--- src/hw/slcr_map.vh ---
// register map and field constants for the serial link control registers
`ifndef SLCR_MAP_VH
`define SLCR_MAP_VH

// register offsets
`define SLCR_OFS_MARK_CTRL   10'h160
`define SLCR_OFS_LINK_EN     10'h200
`define SLCR_OFS_LINK_MODE   10'h201
`define SLCR_OFS_KM1         10'h202
`define SLCR_OFS_LINK_CFG    10'h210
`define SLCR_OFS_LINK_EF     10'h211
`define SLCR_OFS_STATUS      10'h212

// reset values
`define SLCR_RST_MARK_CTRL   8'h00
`define SLCR_RST_LINK_EN     8'h01
`define SLCR_RST_LINK_MODE   8'h02
`define SLCR_RST_KM1         8'h1f
`define SLCR_RST_LINK_CFG    8'h00
`define SLCR_RST_LINK_EF     8'h11

// field positions
`define SLCR_BIT_MARK_EN     0
`define SLCR_BIT_LINK_EN     0
`define SLCR_BIT_EIGHT_BIT   0
`define SLCR_BIT_LL_64B66B   1
`define SLCR_BIT_SYNC_RX_EN  2
`define SLCR_BIT_CAL_EN      3
`define SLCR_EF_F_LSB        0
`define SLCR_EF_E_LSB        4

// widths and counts
`define SLCR_AW              10
`define SLCR_DW              8
`define SLCR_SW              12
`define SLCR_KW              12
`define SLCR_KBASE_64B66B    12'h100
`define SLCR_BUF_DEPTH       2'h2
`define SLCR_ONE_K           12'h001
`define SLCR_CS_ILA          2'h0

`endif

--- src/hw/slcr_top.v ---
// serial link control registers with sample-mark insertion path
//
// Overview of operation
// - mark enable puts timestamp in sample LSB
// - timestamp delayed same as its sample
// - eight-bit mode: mark LSB, seven data
// - twelve-bit mode: mark LSB, eleven data
// - ila control-bits count stays zero
// - link enable bit, resets to one
// - disabled link: reset, power down, gate
// - disabled link holds multiframe counter reset
// - frames register holds k minus one
// - 64b/66b mode takes k from 256*e/f
//
// Strobed register access was decided locally.

`include "slcr_map.vh"

module slcr_top (
   // clock and reset
   input  wire                    i_clk_sys,
   input  wire                    i_sys_rst,
   // register port
   input  wire [`SLCR_AW-1:0]     i_reg_addr,
   input  wire [`SLCR_DW-1:0]     i_reg_wdata,
   input  wire                    i_reg_wr,
   input  wire                    i_reg_rd,
   output reg  [`SLCR_DW-1:0]     o_reg_rdata,
   // timestamp and sysref pins
   input  wire                    i_stamp_pin,
   input  wire                    i_sysref_pin,
   // sample stream in
   input  wire [`SLCR_SW-1:0]     i_smp_data,
   input  wire                    i_smp_valid,
   output reg                     o_smp_ready,
   // sample stream out
   output reg  [`SLCR_SW-1:0]     o_smp_data,
   output reg                     o_smp_valid,
   input  wire                    i_smp_ready,
   // link control outputs
   output reg                     o_link_rst,
   output reg                     o_serdes_pd,
   output reg                     o_link_clk_en,
   output reg                     o_sync_receiver_enable,
   output reg                     o_cal_en,
   output reg  [`SLCR_DW-1:0]     o_link_mode,
   output reg  [1:0]              o_ila_cs,
   output reg  [`SLCR_KW-1:0]     o_k_minus_one,
   output reg                     o_mf_boundary
);

   // software registers
   reg  [`SLCR_DW-1:0]  mark_ctrl_r;   // sample mark control
   reg  [`SLCR_DW-1:0]  link_en_r;     // link enable
   reg  [`SLCR_DW-1:0]  link_mode_r;   // link mode setting
   reg  [`SLCR_DW-1:0]  km1_r;         // frames per multiframe minus one
   reg  [`SLCR_DW-1:0]  link_cfg_r;    // format, layer, sync rx, cal
   reg  [`SLCR_DW-1:0]  link_ef_r;     // e and f for 64b/66b

   // pin synchronisers
   reg                  stamp_s1_r;    // first stage, stamp
   reg                  stamp_s2_r;    // second stage, stamp
   reg                  sysref_s1_r;   // first stage, sysref
   reg                  sysref_s2_r;   // second stage, sysref
   reg                  sysref_d_r;    // sysref edge history

   // sample delay line matching synchroniser depth
   reg  [`SLCR_SW-1:0]  d1_data_r;     // stage one data
   reg                  d1_vld_r;      // stage one valid
   reg  [`SLCR_SW-1:0]  d2_data_r;     // stage two data
   reg                  d2_vld_r;      // stage two valid

   // two-entry output buffer
   reg  [`SLCR_SW-1:0]  buf0_r;        // head entry
   reg  [`SLCR_SW-1:0]  buf1_r;        // second entry
   reg  [1:0]           cnt_r;         // entries held
   reg  [1:0]           cnt_nxt;       // next entries held

   // multiframe counter
   reg  [`SLCR_KW-1:0]  mf_cnt_r;      // frame position

   // decoded controls
   wire                 link_on;       // link enabled
   wire                 mark_on;       // mark insertion on
   wire                 eight_bit;     // eight-bit sample mode
   wire                 ll_64b66b;     // 64b/66b link layer
   wire [`SLCR_KW-1:0]  k_m1_eff;      // effective k minus one
   wire                 push;          // delayed sample into buffer
   wire                 pop;           // buffer head taken downstream
   wire                 accept;        // input sample taken
   wire [`SLCR_SW-1:0]  marked;        // sample with mark inserted
   wire                 sysref_rise;   // sysref rising edge
   wire [2:0]           occ_nxt;       // buffer plus in-flight next

   // register address match
   function hit;
      input [`SLCR_AW-1:0] addr;
      input [`SLCR_AW-1:0] ofs;
      begin
         hit = (addr == ofs);
      end
   endfunction

   // insert the mark bit at the sample LSB
   function [`SLCR_SW-1:0] mark_sample;
      input [`SLCR_SW-1:0] smp;
      input                stamp;
      input                en;
      input                eight;
      begin
         if (!en) begin
            mark_sample = smp;
         end else if (eight) begin
            // upper seven bits of data, mark at bit 0
            mark_sample = {4'h0, smp[11:5], stamp};
         end else begin
            // upper eleven bits of data, mark at bit 0
            mark_sample = {smp[11:1], stamp};
         end
      end
   endfunction

   // k minus one from e and f for 64b/66b
   function [`SLCR_KW-1:0] k_from_ef;
      input [3:0] e;
      input [3:0] f;
      reg   [`SLCR_KW-1:0] prod;
      reg   [`SLCR_KW-1:0] fw;
      begin
         prod = `SLCR_KBASE_64B66B * {8'h00, e};
         fw   = {8'h00, f};
         if (fw == {`SLCR_KW{1'b0}}) begin
            k_from_ef = prod - `SLCR_ONE_K;
         end else begin
            k_from_ef = (prod / fw) - `SLCR_ONE_K;
         end
      end
   endfunction

   assign link_on   = link_en_r[`SLCR_BIT_LINK_EN];
   assign mark_on   = mark_ctrl_r[`SLCR_BIT_MARK_EN];
   assign eight_bit = link_cfg_r[`SLCR_BIT_EIGHT_BIT];
   assign ll_64b66b = link_cfg_r[`SLCR_BIT_LL_64B66B];

   // pick the frame count source
   assign k_m1_eff = ll_64b66b ?
      k_from_ef(link_ef_r[`SLCR_EF_E_LSB +: 4],
                link_ef_r[`SLCR_EF_F_LSB +: 4]) :
      {4'h0, km1_r};

   assign accept      = i_smp_valid & o_smp_ready & link_on;
   assign push        = d2_vld_r;
   assign pop         = o_smp_valid & i_smp_ready;
   assign marked      = mark_sample(d2_data_r, stamp_s2_r,
                                    mark_on, eight_bit);
   assign sysref_rise = sysref_s2_r & ~sysref_d_r;

   // register writes
   always @(posedge i_clk_sys or posedge i_sys_rst) begin
      if (i_sys_rst) begin
         mark_ctrl_r <= `SLCR_RST_MARK_CTRL;
         link_en_r   <= `SLCR_RST_LINK_EN;
         link_mode_r <= `SLCR_RST_LINK_MODE;
         km1_r       <= `SLCR_RST_KM1;
         link_cfg_r  <= `SLCR_RST_LINK_CFG;
         link_ef_r   <= `SLCR_RST_LINK_EF;
      end else if (i_reg_wr) begin
         // single decoded write
         if (hit(i_reg_addr, `SLCR_OFS_MARK_CTRL)) begin
            mark_ctrl_r <= i_reg_wdata;
         end
         if (hit(i_reg_addr, `SLCR_OFS_LINK_EN)) begin
            link_en_r <= i_reg_wdata;
         end
         if (hit(i_reg_addr, `SLCR_OFS_LINK_MODE)) begin
            link_mode_r <= i_reg_wdata;
         end
         if (hit(i_reg_addr, `SLCR_OFS_KM1)) begin
            km1_r <= i_reg_wdata;
         end
         if (hit(i_reg_addr, `SLCR_OFS_LINK_CFG)) begin
            link_cfg_r <= i_reg_wdata;
         end
         if (hit(i_reg_addr, `SLCR_OFS_LINK_EF)) begin
            link_ef_r <= i_reg_wdata;
         end
      end
   end

   // register reads, data one cycle later
   always @(posedge i_clk_sys or posedge i_sys_rst) begin
      if (i_sys_rst) begin
         o_reg_rdata <= {`SLCR_DW{1'b0}};
      end else if (i_reg_rd) begin
         case (i_reg_addr)
            `SLCR_OFS_MARK_CTRL: o_reg_rdata <= mark_ctrl_r;
            `SLCR_OFS_LINK_EN:   o_reg_rdata <= link_en_r;
            `SLCR_OFS_LINK_MODE: o_reg_rdata <= link_mode_r;
            `SLCR_OFS_KM1:       o_reg_rdata <= km1_r;
            `SLCR_OFS_LINK_CFG:  o_reg_rdata <= link_cfg_r;
            `SLCR_OFS_LINK_EF:   o_reg_rdata <= link_ef_r;
            // live state: buffer fill and link on
            `SLCR_OFS_STATUS:    o_reg_rdata <= {5'h00, cnt_r, link_on};
            default:             o_reg_rdata <= {`SLCR_DW{1'b0}};
         endcase
      end else begin
         // data stand one cycle only
         o_reg_rdata <= {`SLCR_DW{1'b0}};
      end
   end

   // pin synchronisers, two flops each
   always @(posedge i_clk_sys or posedge i_sys_rst) begin
      if (i_sys_rst) begin
         stamp_s1_r  <= 1'b0;
         stamp_s2_r  <= 1'b0;
         sysref_s1_r <= 1'b0;
         sysref_s2_r <= 1'b0;
         sysref_d_r  <= 1'b0;
      end else begin
         stamp_s1_r  <= i_stamp_pin;
         stamp_s2_r  <= stamp_s1_r;
         sysref_s1_r <= i_sysref_pin;
         sysref_s2_r <= sysref_s1_r;
         sysref_d_r  <= sysref_s2_r;
      end
   end

   // two-stage sample delay equal to the stamp synchroniser
   always @(posedge i_clk_sys or posedge i_sys_rst) begin
      if (i_sys_rst) begin
         d1_data_r <= {`SLCR_SW{1'b0}};
         d1_vld_r  <= 1'b0;
         d2_data_r <= {`SLCR_SW{1'b0}};
         d2_vld_r  <= 1'b0;
      end else if (!link_on) begin
         // link held in reset
         d1_vld_r <= 1'b0;
         d2_vld_r <= 1'b0;
      end else begin
         // stamp and sample share equal delay
         d1_data_r <= i_smp_data;
         d1_vld_r  <= accept;
         d2_data_r <= d1_data_r;
         d2_vld_r  <= d1_vld_r;
      end
   end

   // buffer fill count
   always @* begin
      cnt_nxt = cnt_r;
      if (push && !pop) begin
         cnt_nxt = cnt_r + 2'h1;
      end else if (pop && !push) begin
         cnt_nxt = cnt_r - 2'h1;
      end
   end

   // room left, counting samples still in the delay line
   assign occ_nxt = {1'b0, cnt_nxt} + {2'h0, d1_vld_r & link_on}
                  + {2'h0, accept};

   // two-entry buffer with stall toward the source
   always @(posedge i_clk_sys or posedge i_sys_rst) begin
      if (i_sys_rst) begin
         buf0_r      <= {`SLCR_SW{1'b0}};
         buf1_r      <= {`SLCR_SW{1'b0}};
         cnt_r       <= 2'h0;
         o_smp_ready <= 1'b0;
      end else if (!link_on) begin
         // link held in reset, buffer flushed
         cnt_r       <= 2'h0;
         o_smp_ready <= 1'b0;
      end else begin
         cnt_r       <= cnt_nxt;
         o_smp_ready <= (occ_nxt < {1'b0, `SLCR_BUF_DEPTH});
         if (pop) begin
            // shift head forward
            buf0_r <= buf1_r;
            if (push && cnt_r == 2'h1) begin
               buf0_r <= marked;
            end else if (push) begin
               buf1_r <= marked;
            end
         end else if (push) begin
            // fill first free entry
            if (cnt_r == 2'h0) begin
               buf0_r <= marked;
            end else begin
               buf1_r <= marked;
            end
         end
      end
   end

   // output stage follows the buffer head
   always @(posedge i_clk_sys or posedge i_sys_rst) begin
      if (i_sys_rst) begin
         o_smp_data  <= {`SLCR_SW{1'b0}};
         o_smp_valid <= 1'b0;
      end else begin
         o_smp_valid <= link_on && (cnt_nxt != 2'h0);
         if (pop || !o_smp_valid) begin
            // next head after this cycle
            if (pop && cnt_r == 2'h2) begin
               o_smp_data <= buf1_r;
            end else if (pop && cnt_r == 2'h1) begin
               o_smp_data <= marked;
            end else if (cnt_r == 2'h0) begin
               o_smp_data <= marked;
            end else begin
               o_smp_data <= buf0_r;
            end
         end
      end
   end

   // multiframe counter, realigned by sysref
   always @(posedge i_clk_sys or posedge i_sys_rst) begin
      if (i_sys_rst) begin
         mf_cnt_r      <= {`SLCR_KW{1'b0}};
         o_mf_boundary <= 1'b0;
      end else if (!link_on) begin
         // held so sysref cannot realign
         mf_cnt_r      <= {`SLCR_KW{1'b0}};
         o_mf_boundary <= 1'b0;
      end else if (sysref_rise) begin
         mf_cnt_r      <= {`SLCR_KW{1'b0}};
         o_mf_boundary <= 1'b1;
      end else if (mf_cnt_r >= k_m1_eff) begin
         // wrap after k frames
         mf_cnt_r      <= {`SLCR_KW{1'b0}};
         o_mf_boundary <= 1'b1;
      end else begin
         mf_cnt_r      <= mf_cnt_r + `SLCR_ONE_K;
         o_mf_boundary <= 1'b0;
      end
   end

   // link power and control outputs
   always @(posedge i_clk_sys or posedge i_sys_rst) begin
      if (i_sys_rst) begin
         o_link_rst     <= 1'b1;
         o_serdes_pd    <= 1'b1;
         o_link_clk_en  <= 1'b0;
         o_sync_receiver_enable <= 1'b0;
         o_cal_en       <= 1'b0;
         o_link_mode    <= `SLCR_RST_LINK_MODE;
         o_ila_cs       <= `SLCR_CS_ILA;
         o_k_minus_one  <= {4'h0, `SLCR_RST_KM1};
      end else begin
         o_link_rst     <= ~link_on;
         o_serdes_pd    <= ~link_on;
         o_link_clk_en  <= link_on;
         o_sync_receiver_enable <= link_cfg_r[`SLCR_BIT_SYNC_RX_EN];
         o_cal_en       <= link_cfg_r[`SLCR_BIT_CAL_EN];
         o_link_mode    <= link_mode_r;
         o_ila_cs       <= `SLCR_CS_ILA;
         o_k_minus_one  <= k_m1_eff;
      end
   end

endmodule // slcr_top

--- config.mk ---
export PLATFORM = sky130hd
export DESIGN_NAME = slcr_top
export DESIGN_NICKNAME = d
export VERILOG_FILES = /design/src/hw/slcr_top.v
export VERILOG_INCLUDE_DIRS = /design/src /design/src/hw
export SDC_FILE = /design/constraint.sdc
export NUM_CORES = 1
export LEC_CHECK = 0
export BUFFER_PORTS_ARGS = -buffer_cell sky130_fd_sc_hd__clkbuf_2
export CORE_ASPECT_RATIO = 0.5
export CORE_MARGIN = 1.5
export CORE_UTILIZATION = 45
export CTS_CLUSTER_DIAMETER = 60
export DETAILED_ROUTE_END_ITERATION = 8
export PLACE_DENSITY = 0.63
export SETUP_SLACK_MARGIN = 0.2
export SLEW_MARGIN = 20
export SYNTH_ARGS = -nofsm -noshare
export SYNTH_HDL_FRONTEND = slang
export SYNTH_SLANG_ARGS = --single-unit
--- constraint.sdc ---
create_clock -name i_clk_sys -period 42.6 [get_ports i_clk_sys]
set_input_delay 6.39 -clock i_clk_sys [delete_from_list [all_inputs] [get_ports i_clk_sys]]
set_output_delay 6.39 -clock i_clk_sys [all_outputs]
set_load 0.02 [all_outputs]
* After elaboration in Yosys (flattened, before gate mapping)
Cells that the tools add are included.
Cells by class: reduce and logical (&&, ||, !) cells 23, multipliers 0, divide/modulo/power cells 1, bitwise logic cells 7, equality and inequality tests 11, $add $sub $neg 7, order comparisons 2, multiplexer cells 29, shift operators 0
Operator list (number):
- 2-to-1 mux 12 bit | 18
- equality test 10 bit (second input constant) | 6
- one-hot mux 8 bit (7 select lines) | 1
- subtractor 12 x 1 -> 12 bit (second input constant) | 2
- AND reduction 2 bit | 7
- adder 12 x 1 -> 12 bit (second input constant) | 1
- divider 12 x 4 -> 12 bit | 1
- greater-or-equal comparator 12 bit | 1
- equality test 10 x 9 -> 1 bit (second input constant) | 1
- 2-to-1 mux 8 bit | 1
- logical AND 1 bit | 6
- 2-to-1 mux 1 bit | 6
- 2-to-1 mux 2 bit | 3
- nonzero test 2 bit | 3
- AND 1 bit | 5
- AND reduction 5 bit | 1
- zero test 4 bit | 1
- != test 2 bit (second input constant) | 2
- adder 2 x 1 -> 3 bit | 1
- adder 3 x 1 -> 3 bit | 1
- zero test 1 bit | 3
- less-than comparator 3 x 2 -> 1 bit (second input constant) | 1
- adder 2 x 1 -> 2 bit (second input constant) | 1
- equality test 2 x 1 -> 1 bit (second input constant) | 1
- other kinds (5) | 6
Storage, ports and cells: input port bits 38, output and inout port bits 50, RAM bits 0, bits in registers 164, latch bits 0, memories 0, ROM bits 0

* Longest topological paths before layout
depth in word-level cells 8, mapped depth 111, mapped depth without buffers 104

* Least setup slack after synthesis
No wires, ideal clock.
path kind flip-flop to flip-flop, start point register link_ef_r[0], end point register mf_cnt_r[10], buffers on the path 6, cell stages (with the launch flop) 108, arrival 21.298 ns, slack 21.229 ns, period minus slack after synthesis 21.371 ns, cell sequence dfstp_2 buf_2 inv_2 clkbuf_1 ha_1 nor4b_1 a2bb2oi_1 ha_1 o21a_1 o21ai_1 a21o_2 ha_1 o21bai_1 a21o_1 a31o_1 ha_1 a21oi_1 nand2_1 [... 72 more ...] ha_1 a21o_1 a21oi_1 nor2b_1 o21ai_0 nand2b_1 a21oi_1 nor2b_1 o21ai_0 nand2b_1 a21oi_1 nor2b_1 o21ai_0 nand2b_1 a221oi_1 nand2_1 clkbuf_1 nor2_1
Between the ends: cells in the longest elaborated chain, start to end 8, elaborated cells on any way between the ends 9
RTL lines:
- from (decl) | RTL line slcr_top.v:58 | reg [`SLCR_DW-1:0] link_ef_r;
- from (signal assigned) | RTL line slcr_top.v:166 | link_ef_r <= `SLCR_RST_LINK_EF;
- from (signal assigned) | RTL line slcr_top.v:185 | link_ef_r <= i_reg_wdata;
- divider 12 x 4 -> 12 bit | RTL line slcr_top.v:135 | k_from_ef = (prod / fw) - `SLCR_ONE_K;
- subtractor 12 x 1 -> 12 bit (no source line)
- 2-to-1 mux 12 bit (*) | RTL line slcr_top.v:132 | if (fw == {`SLCR_KW{1'b0}}) begin
- 2-to-1 mux 12 bit (*) | RTL line slcr_top.v:146 | assign k_m1_eff = ll_64b66b ?
- net k_m1_eff[1] | RTL line slcr_top.v:87 | wire [`SLCR_KW-1:0] k_m1_eff;
- greater-or-equal comparator 12 bit (*) | RTL line slcr_top.v:330 | end else if (mf_cnt_r >= k_m1_eff) begin
- 2-to-1 mux 12 bit (*) | RTL line slcr_top.v:330
- 2-to-1 mux 12 bit (*) | RTL line slcr_top.v:327 | end else if (sysref_rise) begin
- 2-to-1 mux 12 bit (*) | RTL line slcr_top.v:323 | end else if (!link_on) begin
- to (signal assigned) | RTL line slcr_top.v:325 | mf_cnt_r <= {`SLCR_KW{1'b0}};
- to (signal assigned) | RTL line slcr_top.v:328 | mf_cnt_r <= {`SLCR_KW{1'b0}};
- to (signal assigned) | RTL line slcr_top.v:332 | mf_cnt_r <= {`SLCR_KW{1'b0}};
- to (decl) | RTL line slcr_top.v:80 | reg [`SLCR_KW-1:0] mf_cnt_r;
Mark *: on every way through the listed nets, which the timed path passes. The rest lies on a longest branch. A chain may end at the register's enable or synchronous reset.

* Final worst setup path
start point register link_ef_r[0], end point register mf_cnt_r[8]
The elaborated chain is that of the path after synthesis.

==> flow_metrics.py <==
metrics = {
    "run_status": {
        "status": "completed",
    },
    "critical_path": {
        "crit_type": "reg -> reg",
        "required_ns": 42.95,
        "critPathArrivalTime_ns": 25.13,
        "rr_startpoint": "link_ef_r[0]",
        "slowest_stage": "dfstp_2",
        "critPathMostFrequentCell": "ha_1",
        "crit_path_end_kind": "flip-flop",
        "cp_max_fo": 23,
        "startpoint_type": "flip-flop",
        "max_stage_delay_ns": 0.82,
        "crit_start": "link_ef_r[0]",
    },
    "timing": {
        "rsz0062_at_grt": "false",
        "worst_slew_pin_slew_ns": 0.939,
        "period_minus_slack_ns": 24.78,
        "finalHoldViolCount": 0,
        "maxSlewHeadroom": 0.372,
        "fmax_ghz": 0.0404,
        "holdWs_ns": 0.348,
        "setup_tns_ns": 0,
        "period_share": 0.582,
        "drv_slew": 0,
        "setup_violations": 0,
        "fin_worst_skew_ns": 0.00964,
    },
    "floorplan": {
        "std_cell_rows": 39,
        "die-area_um2": 24900,
        "die_h_um": 112,
        "start_util": 0.465,
        "core_um2": 23100,
        "num_io_pins": 88,
        "fp.dieW_um": 222,
    },
    "clocking": {
        "clock_latency_ns": 0.43,
        "cts_tree": "done",
        "post_cts.repair.setup_buffers": 0,
        "cts_buffer_depth": 2,
        "cts.root.buffer_cell": "clkbuf_16",
        "cts_buffers": 17,
        "hold_buffers": 0,
        "cts-htree-levels": 4,
        "path_clk_slew_ns": 0.06,
        "post_cts_resized": 0,
        "clock-sinks": 164,
    },
    "finish": {
        "fin_area_um2": 12000,
        "layout.nets": 1265,
        "fin_util": 0.517,
        "num_antenna_cells": 0,
        "layout_commonest_cell": "dfrtp_1",
        "syn_to_final_growth_pct": 11.1,
        "mostFrequentLayoutCells": "148 x dfrtp_1, 88 x nand2_1, 87 x mux2_2",
        "fill_cells": 2136,
        "drive_above_1_share": 0.224,
    },
    "min_path": {
        "hp-start": "sysref_s1_r",
        "hold_class": "reg -> reg",
    },
    "drt": {
        "dr.pass1.iters": 7,
        "drc": 0,
        "wl_per_cell_um": 18.8,
        "vias": 8955,
        "viasPerCell": 6.01,
        "first_iter_violations": 800,
        "postRouteWirelength_um": 28000,
        "ant_nets": 0,
    },
    "synthesis": {
        "ys_ff_latch": 164,
        "ys_seq_area_frac": 0.383,
        "synth_cell_type_count": 94,
        "syn_area_per_cell_um2": 9.67,
        "synthCells": 1113,
        "ys_warn_count": 0,
        "synth_edf_count": 0,
        "async_flop_share": 1.00,
        "synthesis.area_um2": 10800,
        "ys.flop_type": "dfrtp_1",
    },
    "grt": {
        "grt_antenna_before_repair": 0,
        "grt_pass1_wl_um": 45900,
        "grt_max_degree": 103,
        "grt_pass1_vias": 8734,
        "grtUsageTotal": 0.229,
        "grt-ovfl-total": 0,
    },
    "placement": {
        "place.gp.congestion": 0.912,
        "placed_cell_area_um2": 11400,
        "hpwl_um": 20700,
        "numPortBuffers": 85,
    },
    "power_and_ir_drop": {
        "ir_worst_vdd_uv": 28.2,
        "power_density_nw_per_um2": 47.3,
        "p_leak_nw": 5.50,
    },
    "job": {
        "max_cap_viol_count": 0,
    },
}
==> critical path, delay by kind of cell, from the launching register on <==
family | cells | cell delay (ns)
AOI/OAI and AO/OA | 41 | 9.56
and+or+nand+nor | 35 | 7.49
adders and majority gates | 15 | 4.54
muxes | 5 | 1.65
DFF | 1 | 0.82
buffers and inverters | 5 | 0.59
==> layer usage <==
| layer | up-vias | wire [µm] | track usage |
|---|---|---|---|
| li1 | 4272 | - | - |
| met5 | - | 0 | 0 |
| met1 | 4410 | 12900 | 0.306 |
| met2 | 234 | 13600 | 0.387 |
| met3 | 39 | 1070 | 0.0377 |
| met4 | 0 | 499 | 0.0635 |
==> final timing paths <==
path	endpoint	slack, ns	cells after the start
min in group asynchronous	stamp_s1_r	6.13	2
worst max register to register	mf_cnt_r[8]	17.82	101
worst max-delay path	mf_cnt_r[8]	17.82	101
worst min-delay path	sysref_s2_r	0.35	0
worst min register to register	sysref_s2_r	0.35	0
max in group asynchronous	buf1_r[0]	35.08	3
==> Yosys cell counts (all sizes together) (20+ instances only) <==
cell type | number | share of area
dfrtp | 148 | 0.34
nand2 | 88 | 0.031
mux2 | 87 | 0.091
nor2 | 86 | 0.031
a21oi | 70 | 0.033
o21ai | 64 | 0.031
ha | 56 | 0.065
clkbuf | 44 | 0.015
o22ai | 30 | 0.017
inv | 28 | 0.0098
xnor2 | 28 | 0.023
nor3 | 27 | 0.015
mux2i | 21 | 0.020
nand3 | 20 | 0.0098
==> kinds of logic (layout without fill, tap and decap cells) <==
logic type	Yosys count	after routing	synth area share
other	1	2	0.000348
AOI/OAI and AO/OA	323	323	0.212
xor gates and xnor gates	45	45	0.0366
adders and majority gates	59	59	0.0688
buffers and inverters	79	148	0.0294
and+or+nand+nor	334	334	0.159
muxes	108	108	0.111
DFF	164	164	0.383
==> per-stage QoR <==
stage	setup slack, ns	instances	total power, mW
3_3_place_gp	19.30	1458	0.414
6_report	17.82	1490	0.565
4_1_cts	18.08	1490	0.562
2_1_floorplan	21.23	1114	0.356
5_1_grt	15.70	1490	0.597
3_5_place_dp	18.19	1458	0.413
==> final cells by class <==
class                           instances  area (µm²)  share of cell area
Clock buffer                           18         439              0.0367
Inverter                               28         110             0.00921
Clock inverter                         14         128              0.0107
Tap cell                              307         384              0.0321
Timing Repair Buffer                   88         448              0.0374
Multi-Input combinational cell        871        6330               0.529
Sequential cell                       164        4120               0.345
==> sequential cells by signal, indices dropped and copies added (netlist names), 12 cells and up <==
signal,flops
d2_data_r,12
buf1_r,12
d1_data_r,12
o_k_minus_one,12
mf_cnt_r,12
o_smp_data,12
buf0_r,12
==> where the power goes <==
part / switching (mW) / internal [mW]
logic: 0.163 / 0.0923
clock network: 0.0650 / 0.0824
registers: 0.00293 / 0.160
total: 0.230 / 0.335
(Power assumes the default switching activity.)
